==> config.mk <==
export PLATFORM = sky130hd
export DESIGN_NAME = ipt_port_timing
export DESIGN_NICKNAME = d
export VERILOG_FILES = /design/src/ipt_pkg.sv /design/src/ipt_port_timing.sv
export VERILOG_INCLUDE_DIRS = /design/src
export SDC_FILE = /design/constraint.sdc
export NUM_CORES = 1
export LEC_CHECK = 0
export BUFFER_PORTS_ARGS = -buffer_cell sky130_fd_sc_hd__buf_4
export CAP_MARGIN = 20
export CORE_MARGIN = 5
export CORE_UTILIZATION = 30
export DETAILED_ROUTE_END_ITERATION = 10
export PLACE_DENSITY_LB_ADDON = 0.08
export SLEW_MARGIN = 20
export SYNTH_ARGS = -nofsm -noshare
export SYNTH_HDL_FRONTEND = slang
export SYNTH_SLANG_ARGS = --single-unit
==> constraint.sdc <==
create_clock -name core_clk -period 12.7 [get_ports core_clk]
set_clock_uncertainty 0.05 [all_clocks]
set_input_delay 2.54 -clock core_clk [delete_from_list [all_inputs] [get_ports core_clk]]
set_output_delay 2.54 -clock core_clk [all_outputs]
set_load 0.02 [all_outputs]
==> src/ipt_defines.svh <==
// offsets, reset values, field positions and timing figures of the i2c port timing block
`ifndef IPT_DEFINES_SVH
`define IPT_DEFINES_SVH

// register offsets
`define IPT_OFF_CTRL1 8'h08
`define IPT_OFF_CTRL2 8'h09
`define IPT_OFF_HIGH 8'h0a
`define IPT_OFF_LOW 8'h0b

// reset values
`define IPT_RST_CTRL1 8'h1c
`define IPT_RST_CTRL2 8'h10
`define IPT_RST_HIGH 8'h79
`define IPT_RST_LOW 8'h79
`define IPT_RD_ZERO 8'h00

// field positions
`define IPT_WBLK_BIT 7
`define IPT_HOLD_MSB 6
`define IPT_HOLD_LSB 4
`define IPT_FILT_MSB 3
`define IPT_FILT_LSB 0
`define IPT_SETUP_MSB 7
`define IPT_SETUP_LSB 4
`define IPT_DELAY_MSB 3
`define IPT_DELAY_LSB 2
`define IPT_FAST_BIT 1
`define IPT_WDDIS_BIT 0

// timing figures
`define IPT_CLK_NS 20
`define IPT_CLK_MHZ 50
`define IPT_CLK_HZ 50000000
`define IPT_HOLD_UNIT_NS 50
`define IPT_FILT_UNIT_NS 5
`define IPT_SETUP_BASE_NS 80
`define IPT_SETUP_UNIT_NS 640
`define IPT_DELAY_BASE_NS 240
`define IPT_DELAY_UNIT_NS 40
`define IPT_OSC_NS 40
`define IPT_OSC_DIV (`IPT_OSC_NS / `IPT_CLK_NS)
`define IPT_OSC_EXTRA 5
`define IPT_RECOV_PULSES 9
`define IPT_WD_SLOW_S 1
`define IPT_WD_FAST_US 50
`define IPT_WD_FAST_CYC (`IPT_WD_FAST_US * `IPT_CLK_MHZ)
`define IPT_HOLD_TAPS 18

`endif

==> src/ipt_pkg.sv <==
// types of the i2c port timing block
package ipt_pkg;

   // controller clock engine, gray along idle-low-high
   typedef enum logic [1:0]
   {
      IPT_IDLE = 2'b00,
      IPT_LOW = 2'b01,
      IPT_HIGH = 2'b11
   } ipt_fsm_e;

   // whole state of the block
   typedef struct packed
   {
      logic [7:0] ctrl1;
      logic [7:0] ctrl2;
      logic [7:0] high;
      logic [7:0] low;
      logic [7:0] sh_ctrl1;
      logic [7:0] sh_ctrl2;
      logic [7:0] sh_high;
      logic [7:0] sh_low;
      logic osc_ph;
      logic scl_f;
      logic sda_f;
      logic [2:0] fcnt_scl;
      logic [2:0] fcnt_sda;
      logic [17:0] sda_dly;
      logic sda_held;
      logic [25:0] wd_cnt;
      logic bus_free;
      ipt_fsm_e st;
      logic [8:0] tcnt;
      logic [3:0] pulses;
      logic recov;
      logic ctl_done;
      logic scl_ctl;
      logic str_act;
      logic [9:0] str_cnt;
      logic [4:0] sda_cnt;
      logic sda_pend;
      logic sda_oe;
      logic scl_oe;
      logic [7:0] rd_data;
      logic wr_blocked;
      logic fwd_go;
   } ipt_state_s;

endpackage

==> src/ipt_port_timing.sv <==
// i2c port timing: filter, hold, output timing, bus watchdog and controller clock
//
// Operation
// - a write from across the control channel to a local register is dropped while the block bit is set.
// - forwarded accesses to targets behind this port pass whatever the block bit says.
// - the sda input is held internally for the hold field times 50 ns relative to scl.
// - pulses on scl and sda no wider than the filter field times 5 ns are rejected.
// - in remote ack cycles sda leads the scl rise by 80 ns plus 640 ns per setup count.
// - sda changes follow the scl fall by 240 ns plus 40 ns per delay code.
// - the bus watchdog expires after about 1 s of quiet, or about 50 us with the fast bit set.
// - the watchdog disable bit stops the watchdog, and at reset the watchdog runs.
// - on expiry with sda high the bus is taken to be free.
// - on expiry with sda low the block drives 9 clock pulses on scl to clear the bus, or 1 if a controller clock request comes in the same cycle.
// - as controller scl stays high for the high count plus 5 oscillator periods.
// - as controller scl stays low for the low count plus 5 oscillator periods.
// - as target the low count plus 5 periods is the sda setup before a stretched scl is let go.
// - the reset counts give at least 5 us high and low with a 25 MHz plus 100 ppm reference.
`timescale 1ns/1ps

`include "ipt_defines.svh"

module ipt_port_timing
   import ipt_pkg::*;
#(
   parameter int unsigned WD_SLOW_CYC = `IPT_WD_SLOW_S * `IPT_CLK_HZ
)
(
   // clock and reset
   input wire logic core_clk,
   input wire logic srst,
   // register port
   input wire logic [7:0] reg_addr,
   input wire logic reg_wr,
   input wire logic reg_rd,
   input wire logic reg_remote,
   input wire logic [7:0] reg_wdata,
   output logic [7:0] reg_rdata,
   output logic reg_wr_blocked,
   // forwarded target access
   input wire logic fwd_req,
   output logic fwd_go,
   // target side requests
   input wire logic tgt_sda_low,
   input wire logic tgt_stretch,
   input wire logic tgt_remote_ack,
   // controller clock request
   input wire logic ctl_pulse_req,
   output logic ctl_done,
   // bus state
   output logic bus_free,
   output logic bus_recovering,
   output logic scl_filt,
   output logic sda_held,
   // scl pin, open drain
   input wire logic scl_in,
   output logic scl_out,
   output logic scl_oe,
   // sda pin, open drain
   input wire logic sda_in,
   output logic sda_out,
   output logic sda_oe
);

   localparam ipt_state_s RST_STATE = '{
      ctrl1: `IPT_RST_CTRL1,
      ctrl2: `IPT_RST_CTRL2,
      high: `IPT_RST_HIGH,
      low: `IPT_RST_LOW,
      sh_ctrl1: `IPT_RST_CTRL1,
      sh_ctrl2: `IPT_RST_CTRL2,
      sh_high: `IPT_RST_HIGH,
      sh_low: `IPT_RST_LOW,
      osc_ph: 1'b0,
      scl_f: 1'b1,
      sda_f: 1'b1,
      fcnt_scl: 3'h0,
      fcnt_sda: 3'h0,
      sda_dly: 18'h3ffff,
      sda_held: 1'b1,
      wd_cnt: 26'h0,
      bus_free: 1'b0,
      st: IPT_IDLE,
      tcnt: 9'h0,
      pulses: 4'h0,
      recov: 1'b0,
      ctl_done: 1'b0,
      scl_ctl: 1'b0,
      str_act: 1'b0,
      str_cnt: 10'h0,
      sda_cnt: 5'h0,
      sda_pend: 1'b0,
      sda_oe: 1'b0,
      scl_oe: 1'b0,
      rd_data: `IPT_RD_ZERO,
      wr_blocked: 1'b0,
      fwd_go: 1'b0
   };

   ipt_state_s s;
   ipt_state_s next_s;

   // derived counts from the shadowed fields
   logic osc_tick;
   logic [2:0] filt_lim;
   logic [4:0] hold_cyc;
   logic [9:0] setup_cyc;
   logic [4:0] delay_cyc;
   logic [9:0] lowset_cyc;
   logic [8:0] hi_ticks;
   logic [8:0] lo_ticks;
   logic [25:0] wd_lim;
   logic activity;
   logic scl_fall;
   // filtered inputs, declared ahead of the counts process that reads them for edge detection
   logic next_scl_f_w;
   logic next_sda_f_w;
   logic [2:0] next_fcnt_scl_w;
   logic [2:0] next_fcnt_sda_w;

   // counts rounded up to whole cycles, all from shadow copies
   always_comb
   begin
      int t;
      t = 0;
      osc_tick = s.osc_ph;
      t = (int'(s.sh_ctrl1[`IPT_FILT_MSB:`IPT_FILT_LSB]) * `IPT_FILT_UNIT_NS + `IPT_CLK_NS - 1) / `IPT_CLK_NS;
      filt_lim = 3'(t);
      t = (int'(s.sh_ctrl1[`IPT_HOLD_MSB:`IPT_HOLD_LSB]) * `IPT_HOLD_UNIT_NS + `IPT_CLK_NS - 1) / `IPT_CLK_NS;
      hold_cyc = 5'(t);
      t = `IPT_SETUP_BASE_NS + int'(s.sh_ctrl2[`IPT_SETUP_MSB:`IPT_SETUP_LSB]) * `IPT_SETUP_UNIT_NS;
      setup_cyc = 10'((t + `IPT_CLK_NS - 1) / `IPT_CLK_NS);
      t = `IPT_DELAY_BASE_NS + int'(s.sh_ctrl2[`IPT_DELAY_MSB:`IPT_DELAY_LSB]) * `IPT_DELAY_UNIT_NS;
      delay_cyc = 5'((t + `IPT_CLK_NS - 1) / `IPT_CLK_NS);
      hi_ticks = 9'(int'(s.sh_high) + `IPT_OSC_EXTRA);
      lo_ticks = 9'(int'(s.sh_low) + `IPT_OSC_EXTRA);
      lowset_cyc = 10'(int'(lo_ticks) * `IPT_OSC_DIV);
      if (s.sh_ctrl2[`IPT_FAST_BIT])
      begin
         wd_lim = 26'(`IPT_WD_FAST_CYC);
      end
      else
      begin
         wd_lim = 26'(WD_SLOW_CYC);
      end
      activity = (next_scl_f_w != s.scl_f) || (next_sda_f_w != s.sda_f);
      scl_fall = s.scl_f && !next_scl_f_w;
   end

   // glitch reject, input must outlast the filter width
   always_comb
   begin
      next_scl_f_w = s.scl_f;
      next_sda_f_w = s.sda_f;
      next_fcnt_scl_w = 3'h0;
      next_fcnt_sda_w = 3'h0;
      if (scl_in != s.scl_f)
      begin
         if (s.fcnt_scl >= filt_lim)
         begin
            next_scl_f_w = scl_in;
         end
         else
         begin
            next_fcnt_scl_w = s.fcnt_scl + 3'h1;
         end
      end
      if (sda_in != s.sda_f)
      begin
         if (s.fcnt_sda >= filt_lim)
         begin
            next_sda_f_w = sda_in;
         end
         else
         begin
            next_fcnt_sda_w = s.fcnt_sda + 3'h1;
         end
      end
   end

   // main next-state logic
   always_comb
   begin
      next_s = s;
      next_s.osc_ph = !s.osc_ph;
      next_s.ctl_done = 1'b0;
      next_s.wr_blocked = 1'b0;
      next_s.scl_f = next_scl_f_w;
      next_s.sda_f = next_sda_f_w;
      next_s.fcnt_scl = next_fcnt_scl_w;
      next_s.fcnt_sda = next_fcnt_sda_w;

      // register writes
      if (reg_wr)
      begin
         if (reg_remote && s.ctrl1[`IPT_WBLK_BIT])
         begin
            next_s.wr_blocked = 1'b1;
         end
         else
         begin
            unique case (reg_addr)
               `IPT_OFF_CTRL1: next_s.ctrl1 = reg_wdata;
               `IPT_OFF_CTRL2: next_s.ctrl2 = reg_wdata;
               `IPT_OFF_HIGH: next_s.high = reg_wdata;
               `IPT_OFF_LOW: next_s.low = reg_wdata;
               default: next_s.ctrl1 = s.ctrl1;
            endcase
         end
      end
      // register reads, unmapped reads zero
      if (reg_rd)
      begin
         unique case (reg_addr)
            `IPT_OFF_CTRL1: next_s.rd_data = s.ctrl1;
            `IPT_OFF_CTRL2: next_s.rd_data = s.ctrl2;
            `IPT_OFF_HIGH: next_s.rd_data = s.high;
            `IPT_OFF_LOW: next_s.rd_data = s.low;
            default: next_s.rd_data = `IPT_RD_ZERO;
         endcase
      end

      next_s.fwd_go = fwd_req;

      if (s.st == IPT_IDLE && !s.str_act && !s.sda_pend)
      begin
         next_s.sh_ctrl1 = s.ctrl1;
         next_s.sh_ctrl2 = s.ctrl2;
         next_s.sh_high = s.high;
         next_s.sh_low = s.low;
      end

      next_s.sda_dly = {s.sda_dly[`IPT_HOLD_TAPS - 2:0], s.sda_f};
      if (hold_cyc == 5'h0)
      begin
         next_s.sda_held = s.sda_f;
      end
      else
      begin
         next_s.sda_held = s.sda_dly[hold_cyc - 5'h1];
      end

      // watchdog held while disabled or busy
      if (s.sh_ctrl2[`IPT_WDDIS_BIT] || activity || s.st != IPT_IDLE)
      begin
         next_s.wd_cnt = 26'h0;
      end
      else if (s.wd_cnt >= wd_lim - 26'h1)
      begin
         next_s.wd_cnt = 26'h0;
         if (s.sda_f)
         begin
            // quiet with sda high, bus free
            next_s.bus_free = 1'b1;
         end
         else
         begin
            // sda stuck low, start 9 pulses
            next_s.recov = 1'b1;
            next_s.pulses = 4'(`IPT_RECOV_PULSES);
         end
      end
      else
      begin
         next_s.wd_cnt = s.wd_cnt + 26'h1;
      end
      if (activity)
      begin
         next_s.bus_free = 1'b0;
      end

      // controller clock engine, counts oscillator ticks
      unique case (s.st)
         IPT_IDLE:
         begin
            if (s.recov || ctl_pulse_req)
            begin
               if (!s.recov)
               begin
                  next_s.pulses = 4'h1;
               end
               next_s.st = IPT_LOW;
               next_s.scl_ctl = 1'b1;
               next_s.tcnt = lo_ticks;
            end
         end
         IPT_LOW:
         begin
            if (osc_tick)
            begin
               if (s.tcnt <= 9'h1)
               begin
                  next_s.st = IPT_HIGH;
                  next_s.scl_ctl = 1'b0;
                  next_s.tcnt = hi_ticks;
               end
               else
               begin
                  next_s.tcnt = s.tcnt - 9'h1;
               end
            end
         end
         IPT_HIGH:
         begin
            if (osc_tick)
            begin
               if (s.tcnt <= 9'h1)
               begin
                  if (s.pulses > 4'h1)
                  begin
                     next_s.pulses = s.pulses - 4'h1;
                     next_s.st = IPT_LOW;
                     next_s.scl_ctl = 1'b1;
                     next_s.tcnt = lo_ticks;
                  end
                  else
                  begin
                     next_s.pulses = 4'h0;
                     next_s.recov = 1'b0;
                     next_s.st = IPT_IDLE;
                     next_s.ctl_done = 1'b1;
                  end
               end
               else
               begin
                  next_s.tcnt = s.tcnt - 9'h1;
               end
            end
         end
         default:
         begin
            next_s.st = IPT_IDLE;
            next_s.scl_ctl = 1'b0;
         end
      endcase

      // target stretch: held while data is prepared, then setup counted
      if (!s.str_act)
      begin
         // preload, so a stretch request of a single cycle still gets its full setup
         next_s.str_cnt = tgt_remote_ack ? setup_cyc : lowset_cyc;
         if (tgt_stretch && !s.scl_f)
         begin
            next_s.str_act = 1'b1;
         end
      end
      else if (tgt_stretch)
      begin
         if (tgt_remote_ack)
         begin
            next_s.str_cnt = setup_cyc;
         end
         else
         begin
            next_s.str_cnt = lowset_cyc;
         end
      end
      else if (s.str_cnt <= 10'h1)
      begin
         next_s.str_act = 1'b0;
         next_s.str_cnt = 10'h0;
      end
      else
      begin
         next_s.str_cnt = s.str_cnt - 10'h1;
      end

      // sda change waits out the fall delay
      if (scl_fall)
      begin
         next_s.sda_pend = 1'b1;
         next_s.sda_cnt = delay_cyc;
      end
      else if (s.sda_pend)
      begin
         if (s.sda_cnt <= 5'h1)
         begin
            next_s.sda_pend = 1'b0;
            next_s.sda_oe = tgt_sda_low;
         end
         else
         begin
            next_s.sda_cnt = s.sda_cnt - 5'h1;
         end
      end
      // recovery must leave sda released
      if (s.recov)
      begin
         next_s.sda_oe = 1'b0;
      end

      next_s.scl_oe = next_s.scl_ctl || next_s.str_act;
   end

   // single state register, synchronous reset
   always_ff @(posedge core_clk)
   begin
      if (srst)
      begin
         s <= RST_STATE;
      end
      else
      begin
         s <= next_s;
      end
   end

   // outputs straight from the state register; open drain pins only pull low
   assign reg_rdata = s.rd_data;
   assign reg_wr_blocked = s.wr_blocked;
   assign fwd_go = s.fwd_go;
   assign ctl_done = s.ctl_done;
   assign bus_free = s.bus_free;
   assign bus_recovering = s.recov;
   assign scl_filt = s.scl_f;
   assign sda_held = s.sda_held;
   assign scl_out = 1'b0;
   assign scl_oe = s.scl_oe;
   assign sda_out = 1'b0;
   assign sda_oe = s.sda_oe;

endmodule // ipt_port_timing

## Yosys cells after proc, flatten, opt, wreduce, memory -nomap -nowiden

Index checks and enable logic that the tools add are counted.

| word-level totals | value |
|---|---|
| input port bits | 28 |
| word-level logic and storage cells | 177 |
| flip-flop bits (word level) | 165 |
| output and inout port bits | 19 |

| operators by class | value |
|---|---|
| mux-type cells | 46 |
| divide/modulo/power cells | 4 |
| equal/unequal tests | 17 |
| bitwise gates (word level) | 9 |
| $add $sub $neg | 21 |
| multiply operators | 4 |
| reduce and logical (&&, ||, !) cells | 36 |
| magnitude comparators | 8 |

Operator list:

| cell | number |
|---|---|
| $div 32x6->32 const B | 4 |
| $eq 8x4->1 const B | 4 |
| $pmux 8 s4 | 1 |
| $mux 10 | 3 |
| $mux 9 | 3 |
| $pmux 9 s3 | 1 |
| $add 26x1->26 const B | 1 |
| $ge 26x26->1 | 1 |
| $mux 26 | 1 |
| $sub 26x1->26 const B | 1 |
| $mux 11 | 2 |
| $sub 10x1->11 const B | 2 |
| $add 9x5->10 const B | 2 |
| $mux 5 | 4 |
| $add 8x3->9 const B | 2 |
| $mux 18 | 1 |
| $reduce_and 3->1 | 6 |
| $sub 16x1->17 const B | 1 |
| $add 15x5->16 const B | 1 |
| $add 7x14->15 const A | 1 |
| $mux 1 | 15 |
| $mux 15 | 1 |
| $mul 4x3->7 const B | 2 |
| $mux 7 | 2 |
| other kinds (42) | 83 |

## Depth between registers and ports, before layout

| depth | value |
|---|---|
| depth in word-level cells | 17 |
| gate-level depth with buffers | 45 |
| depth with buffers taken out | 43 |

## Worst setup path before layout

Ideal clock, no wire load.

| path | value |
|---|---|
| path type | register to register |
| start point | register s[125] in the netlist's numbering |
| end point | register s[19] in the netlist's numbering |
| slack | 3872 ps |
| data arrival time | 8648 ps |
| data required time | 12520 ps |
| period minus slack after synthesis | 8828 ps |
| setup time | 130 ps |
| path buffers | 1 |
| cell stages (with the launch flop) | 43 |
| path through | dfxtp_1 ha_1 ha_1 inv_1 fa_1 buf_2 nand2_1 ha_1 nor3b_2 o221a_2 o21ai_2 nor3_1 and2_1 o32a_1 a31oi_4 a21oi_1 ha_1 inv_1 (+7 left out) o2111a_1 o211ai_1 mux2i_4 and3_1 a211oi_4 a31oi_1 mux2i_2 nand2_2 a211oi_4 inv_4 ha_1 nand2b_1 nor3_1 nand2_1 a211o_1 nor4_2 mux2_2 o31ai_1 |

| between the ends | value |
|---|---|
| cells in the longest elaborated chain, start to end | 8 |

RTL lines:

| element | line | source |
|---|---|---|
| from (decl) | ipt_port_timing.sv:99 | `ipt_state_s s;` |
| from (signal assigned) | ipt_port_timing.sv:403 | `s <= next_s;` |
| $mul 4x3->7 (no line) (*) | -- |  |
| $add 7x14->15 (no line) (*) | -- |  |
| $add 15x5->16 (no line) (*) | -- |  |
| $sub 16x1->17 (*) | ipt_port_timing.sv:131 | `` setup_cyc = 10'((t + `IPT_CLK_NS - 1) / `IPT_CLK_NS); `` |
| $div 32x6->32 (no line) (*) | -- |  |
| $mux 10 (*) | ipt_port_timing.sv:340, ipt_port_timing.sv:348 |  |
| $mux 10 | ipt_port_timing.sv:346 | `else if (tgt_stretch)` |
| $mux 11 (*) | ipt_port_timing.sv:337 | `if (!s.str_act)` |

Mark *: on every way between the ends. The rest lies on a longest branch, timed or not.
A chain may end at the register's enable or synchronous reset.

## Final worst setup path

| path | value |
|---|---|
| start point | register s[123] in the netlist's numbering |
| end point | register s[19] in the netlist's numbering |

The elaborated chain is that of the path after synthesis.

==> results.md <==
- GRT overflow: 0
- Post-Route Setup TNS: 0 ps
- Routability congestion estimate from global placement: 0.841
- Drc violations: 0
- Relative slew slack: 34.2%
- DPL Wire Length: 25.3 mm
- Total power divided by cell area: 248 nW/um^2
- Max frequency: 0.0935 GHz
- Worst Slack Setup Final: 2010 ps
- Top-level port count: 47
- Dpl ws: 2140 ps
- DIE AREA: 45,000 sq um
- Instance area after placement: 13,000 sq um
- Total of buffers placed on input and output ports: 44
- Measured slew at the worst slew-check pin: 980 ps
- Number of max-cap violations: 0
- Leakage: 5.63 nW
- Final period demand of the worst path: 10,690 ps
- Data arrival time of the critical path: 10,940 ps
- Distinct cells, synth: 113
- CTS tree: built
- Worst ir drop on vdd: 0.000158 V
- Post-synthesis instance total: 1,552
- Kind of start point of the critical path: flip-flop
- Highest fanout seen on the critical path: 19
- Number of nets with antenna violations after detailed routing: 0
- Share of flip-flops with an asynchronous set or reset after synthesis: 0%
- Design Area, Final: 13,600 sq um
- Via-to-Cell Ratio: 5.25
- Maximum number of pins on one net before global-route repair: 80
- Detailed router's first-iteration violation count: 605
- Layout Nets: 1,668
- Clock tree root buffer cell: sky130_fd_sc_hd__clkbuf_16
- Count of H-tree levels built during CTS: 4
- Total clock buffers created by CTS: 17
- Yosys warning count: 0
- Mean instance size in the synthesized netlist: 7.90 sq um
- Area of the multi-input gates: 8400 sq um
- Resize count post-CTS: 0
- Worst path slowest cell: sky130_fd_sc_hd__dfxtp_1
- Final routed wirelength across all metal layers: 33.8 mm
- Area of the core: 40,600 sq um
- Post-Synthesis Cell Area: 12,300 sq um
- Sequential share of the synthesized area: 26.9%
- Setup violation total in the final timing report: 0
- R2R Setup Slk: 2010 ps
- Count of flip-flops with a built-in enable after synthesis: 0
- Global-route wire length before repair: 56.3 mm
- Horizontal extent of the die: 212 um
- Area growth syn-to-layout: 11.1%
- Data required time at the worst endpoint: 12,950 ps
- Hold Buf Count CTS: 0
- Max Buffers Root-to-Sink: 2
- Number of diodes added for antenna fixing: 0
- Post-route total power: 3.39 mW
- Antenna violations before repair: 0
- Via count of the first global-routing pass: 10,700
- Final max-slew violation count: 0
- Run status: finished clean
- Starting density of the core: 30.2%
- Path type of the worst setup path: flip-flop to flip-flop
- Number of synthesized register bits: 165
- Worst-Skew Late Latency: 440 ps
- Number of failing hold endpoints at the final stage: 0
- Postcts setup bufs: 0
- Most frequent CP cell: sky130_fd_sc_hd__ha_1
- Share of layout cells above drive strength 1: 10.9%
- Clock-pin slew on the worst setup and hold paths: 70 ps
- Worst min-delay path class: flip-flop to flip-flop
- Tot GR Track Use: 15.1%
- Top flip-flop cell by instance count after synthesis: sky130_fd_sc_hd__dfxtp_1
- Critical Path Sink Type: flip-flop
- Final worst hold slack: 381 ps
- FILL cells: 4,329
- Height of the die: 212 um
- # rows: 74
- Clock sink total: 165
- Maximum cell stage delay along the critical path: 800 ps
- Final critical-path share of the clock period: 84.2%
- Combined flip-flop and latch cell area: 3300 sq um
- Vias: 11,000
- Setup repair after global routing missed its margin: no
- Wire per inst: 16.1 um
- Detailed-routing iteration count for the pre-antenna-repair pass: 5
[layer usage]
| layer | track usage (%) | up-vias | routed length [um] | share of wire [%] |
|---|---|---|---|---|
| li1 | - | 5567 | - | - |
| met1 | 20.7 | 5270 | 16600 | 49 |
| met4 | 4.04 | 0 | 425 | 1.3 |
| met5 | 0 | - | 0 | 0 |
| met3 | 1.99 | 25 | 844 | 2.5 |
| met2 | 25.2 | 154 | 15900 | 47 |
[cell usage in the layout (no fill, tap or decap), types with 23 or more instances in the layout]
cell type / n
sky130_fd_sc_hd__a21oi_1: 99
sky130_fd_sc_hd__and3_1: 23
sky130_fd_sc_hd__buf_4: 52
sky130_fd_sc_hd__dfxtp_1: 165
sky130_fd_sc_hd__ha_1: 86
sky130_fd_sc_hd__inv_1: 58
sky130_fd_sc_hd__mux2i_1: 31
sky130_fd_sc_hd__nand2_1: 154
sky130_fd_sc_hd__nand3_1: 39
sky130_fd_sc_hd__nor2_1: 196
sky130_fd_sc_hd__nor3_1: 46
sky130_fd_sc_hd__o21ai_0: 72
sky130_fd_sc_hd__or2_2: 23
sky130_fd_sc_hd__xnor2_1: 44
sky130_fd_sc_hd__xor2_1: 41
[per-stage QoR]
step / instances / util [%]
final: 2097 / 33.5
after global routing: 2097 / 33.5
after CTS: 2096 / 33.4
after detailed placement: 2064 / 32.0
after global placement: 2064 / 32.0
after floorplan: 1553 / -
[critical path, delay by kind of cell (launching register included)]
kind | cells | cell delay [ps]
simple gates | 14 | 3530
fa+ha+maj | 7 | 2150
mux | 3 | 680
buf+inv | 4 | 280
flops | 1 | 800
xor+xnor | 1 | 250
compound gates | 13 | 2780
[area by class of cell]
| class | count | area share, % |
|---|---|---|
| multi-input combinational | 1253 | 61.7 |
| sequential | 165 | 24.2 |
| inverter | 62 | 1.73 |
| tap | 532 | 4.89 |
| clock inverter | 12 | 1.14 |
| timing repair buffer | 53 | 3.07 |
| clock buffer | 20 | 3.28 |
[final timing paths]
path                            startpoint          to  depth (start not counted)
worst max-delay path                s[123]       s[19]                         42
worst min register to register  next_s[77]  next_s[78]                          1
worst min-delay path            next_s[77]  next_s[78]                          1
worst max register to register      s[123]       s[19]                         42
[sequential cells by signal, indices dropped and copies added (netlist names)]
name / flops
reg_rdata: 8
bus_free: 1
fwd_go: 1
osc_tick: 1
scl_oe: 1
sda_oe: 1
s: 129
bus_recovering: 1
reg_wr_blocked: 1
ctl_done: 1
scl_filt: 1
sda_held: 1
next_s: 18
[synthesized netlist by cell type, types with 23 or more instances]
| cell type | number | area (sq um) |
|---|---|---|
| sky130_fd_sc_hd__nand3_1 | 39 | 195 |
| sky130_fd_sc_hd__nor3_1 | 46 | 230 |
| sky130_fd_sc_hd__or2_2 | 23 | 144 |
| sky130_fd_sc_hd__mux2i_1 | 31 | 310 |
| sky130_fd_sc_hd__clkbuf_1 | 53 | 199 |
| sky130_fd_sc_hd__dfxtp_1 | 165 | 3300 |
| sky130_fd_sc_hd__ha_1 | 86 | 1080 |
| sky130_fd_sc_hd__xnor2_1 | 44 | 385 |
| sky130_fd_sc_hd__inv_1 | 58 | 218 |
| sky130_fd_sc_hd__o21ai_0 | 72 | 360 |
| sky130_fd_sc_hd__a21oi_1 | 99 | 495 |
| sky130_fd_sc_hd__and3_1 | 23 | 144 |
| sky130_fd_sc_hd__nand2_1 | 154 | 578 |
| sky130_fd_sc_hd__xor2_1 | 41 | 359 |
| sky130_fd_sc_hd__nor2_1 | 196 | 736 |
[report_power, final]
part	switching (mW)	internal [mW]
registers	0.0696	0.579
clock network	0.226	0.315
logic	1.35	0.851
total	1.64	1.74
[logic make-up after synthesis]
group	synth area share, %
AOI/OAI and AO/OA	23.3
xor gates and xnor gates	6.47
adders and majority gates	9.43
buffers and inverters	4.62
DFF	26.9
muxes	4.72
other	0.0612
and+or+nand+nor	24.5
No activity file was read; power rests on OpenSTA's default activity.
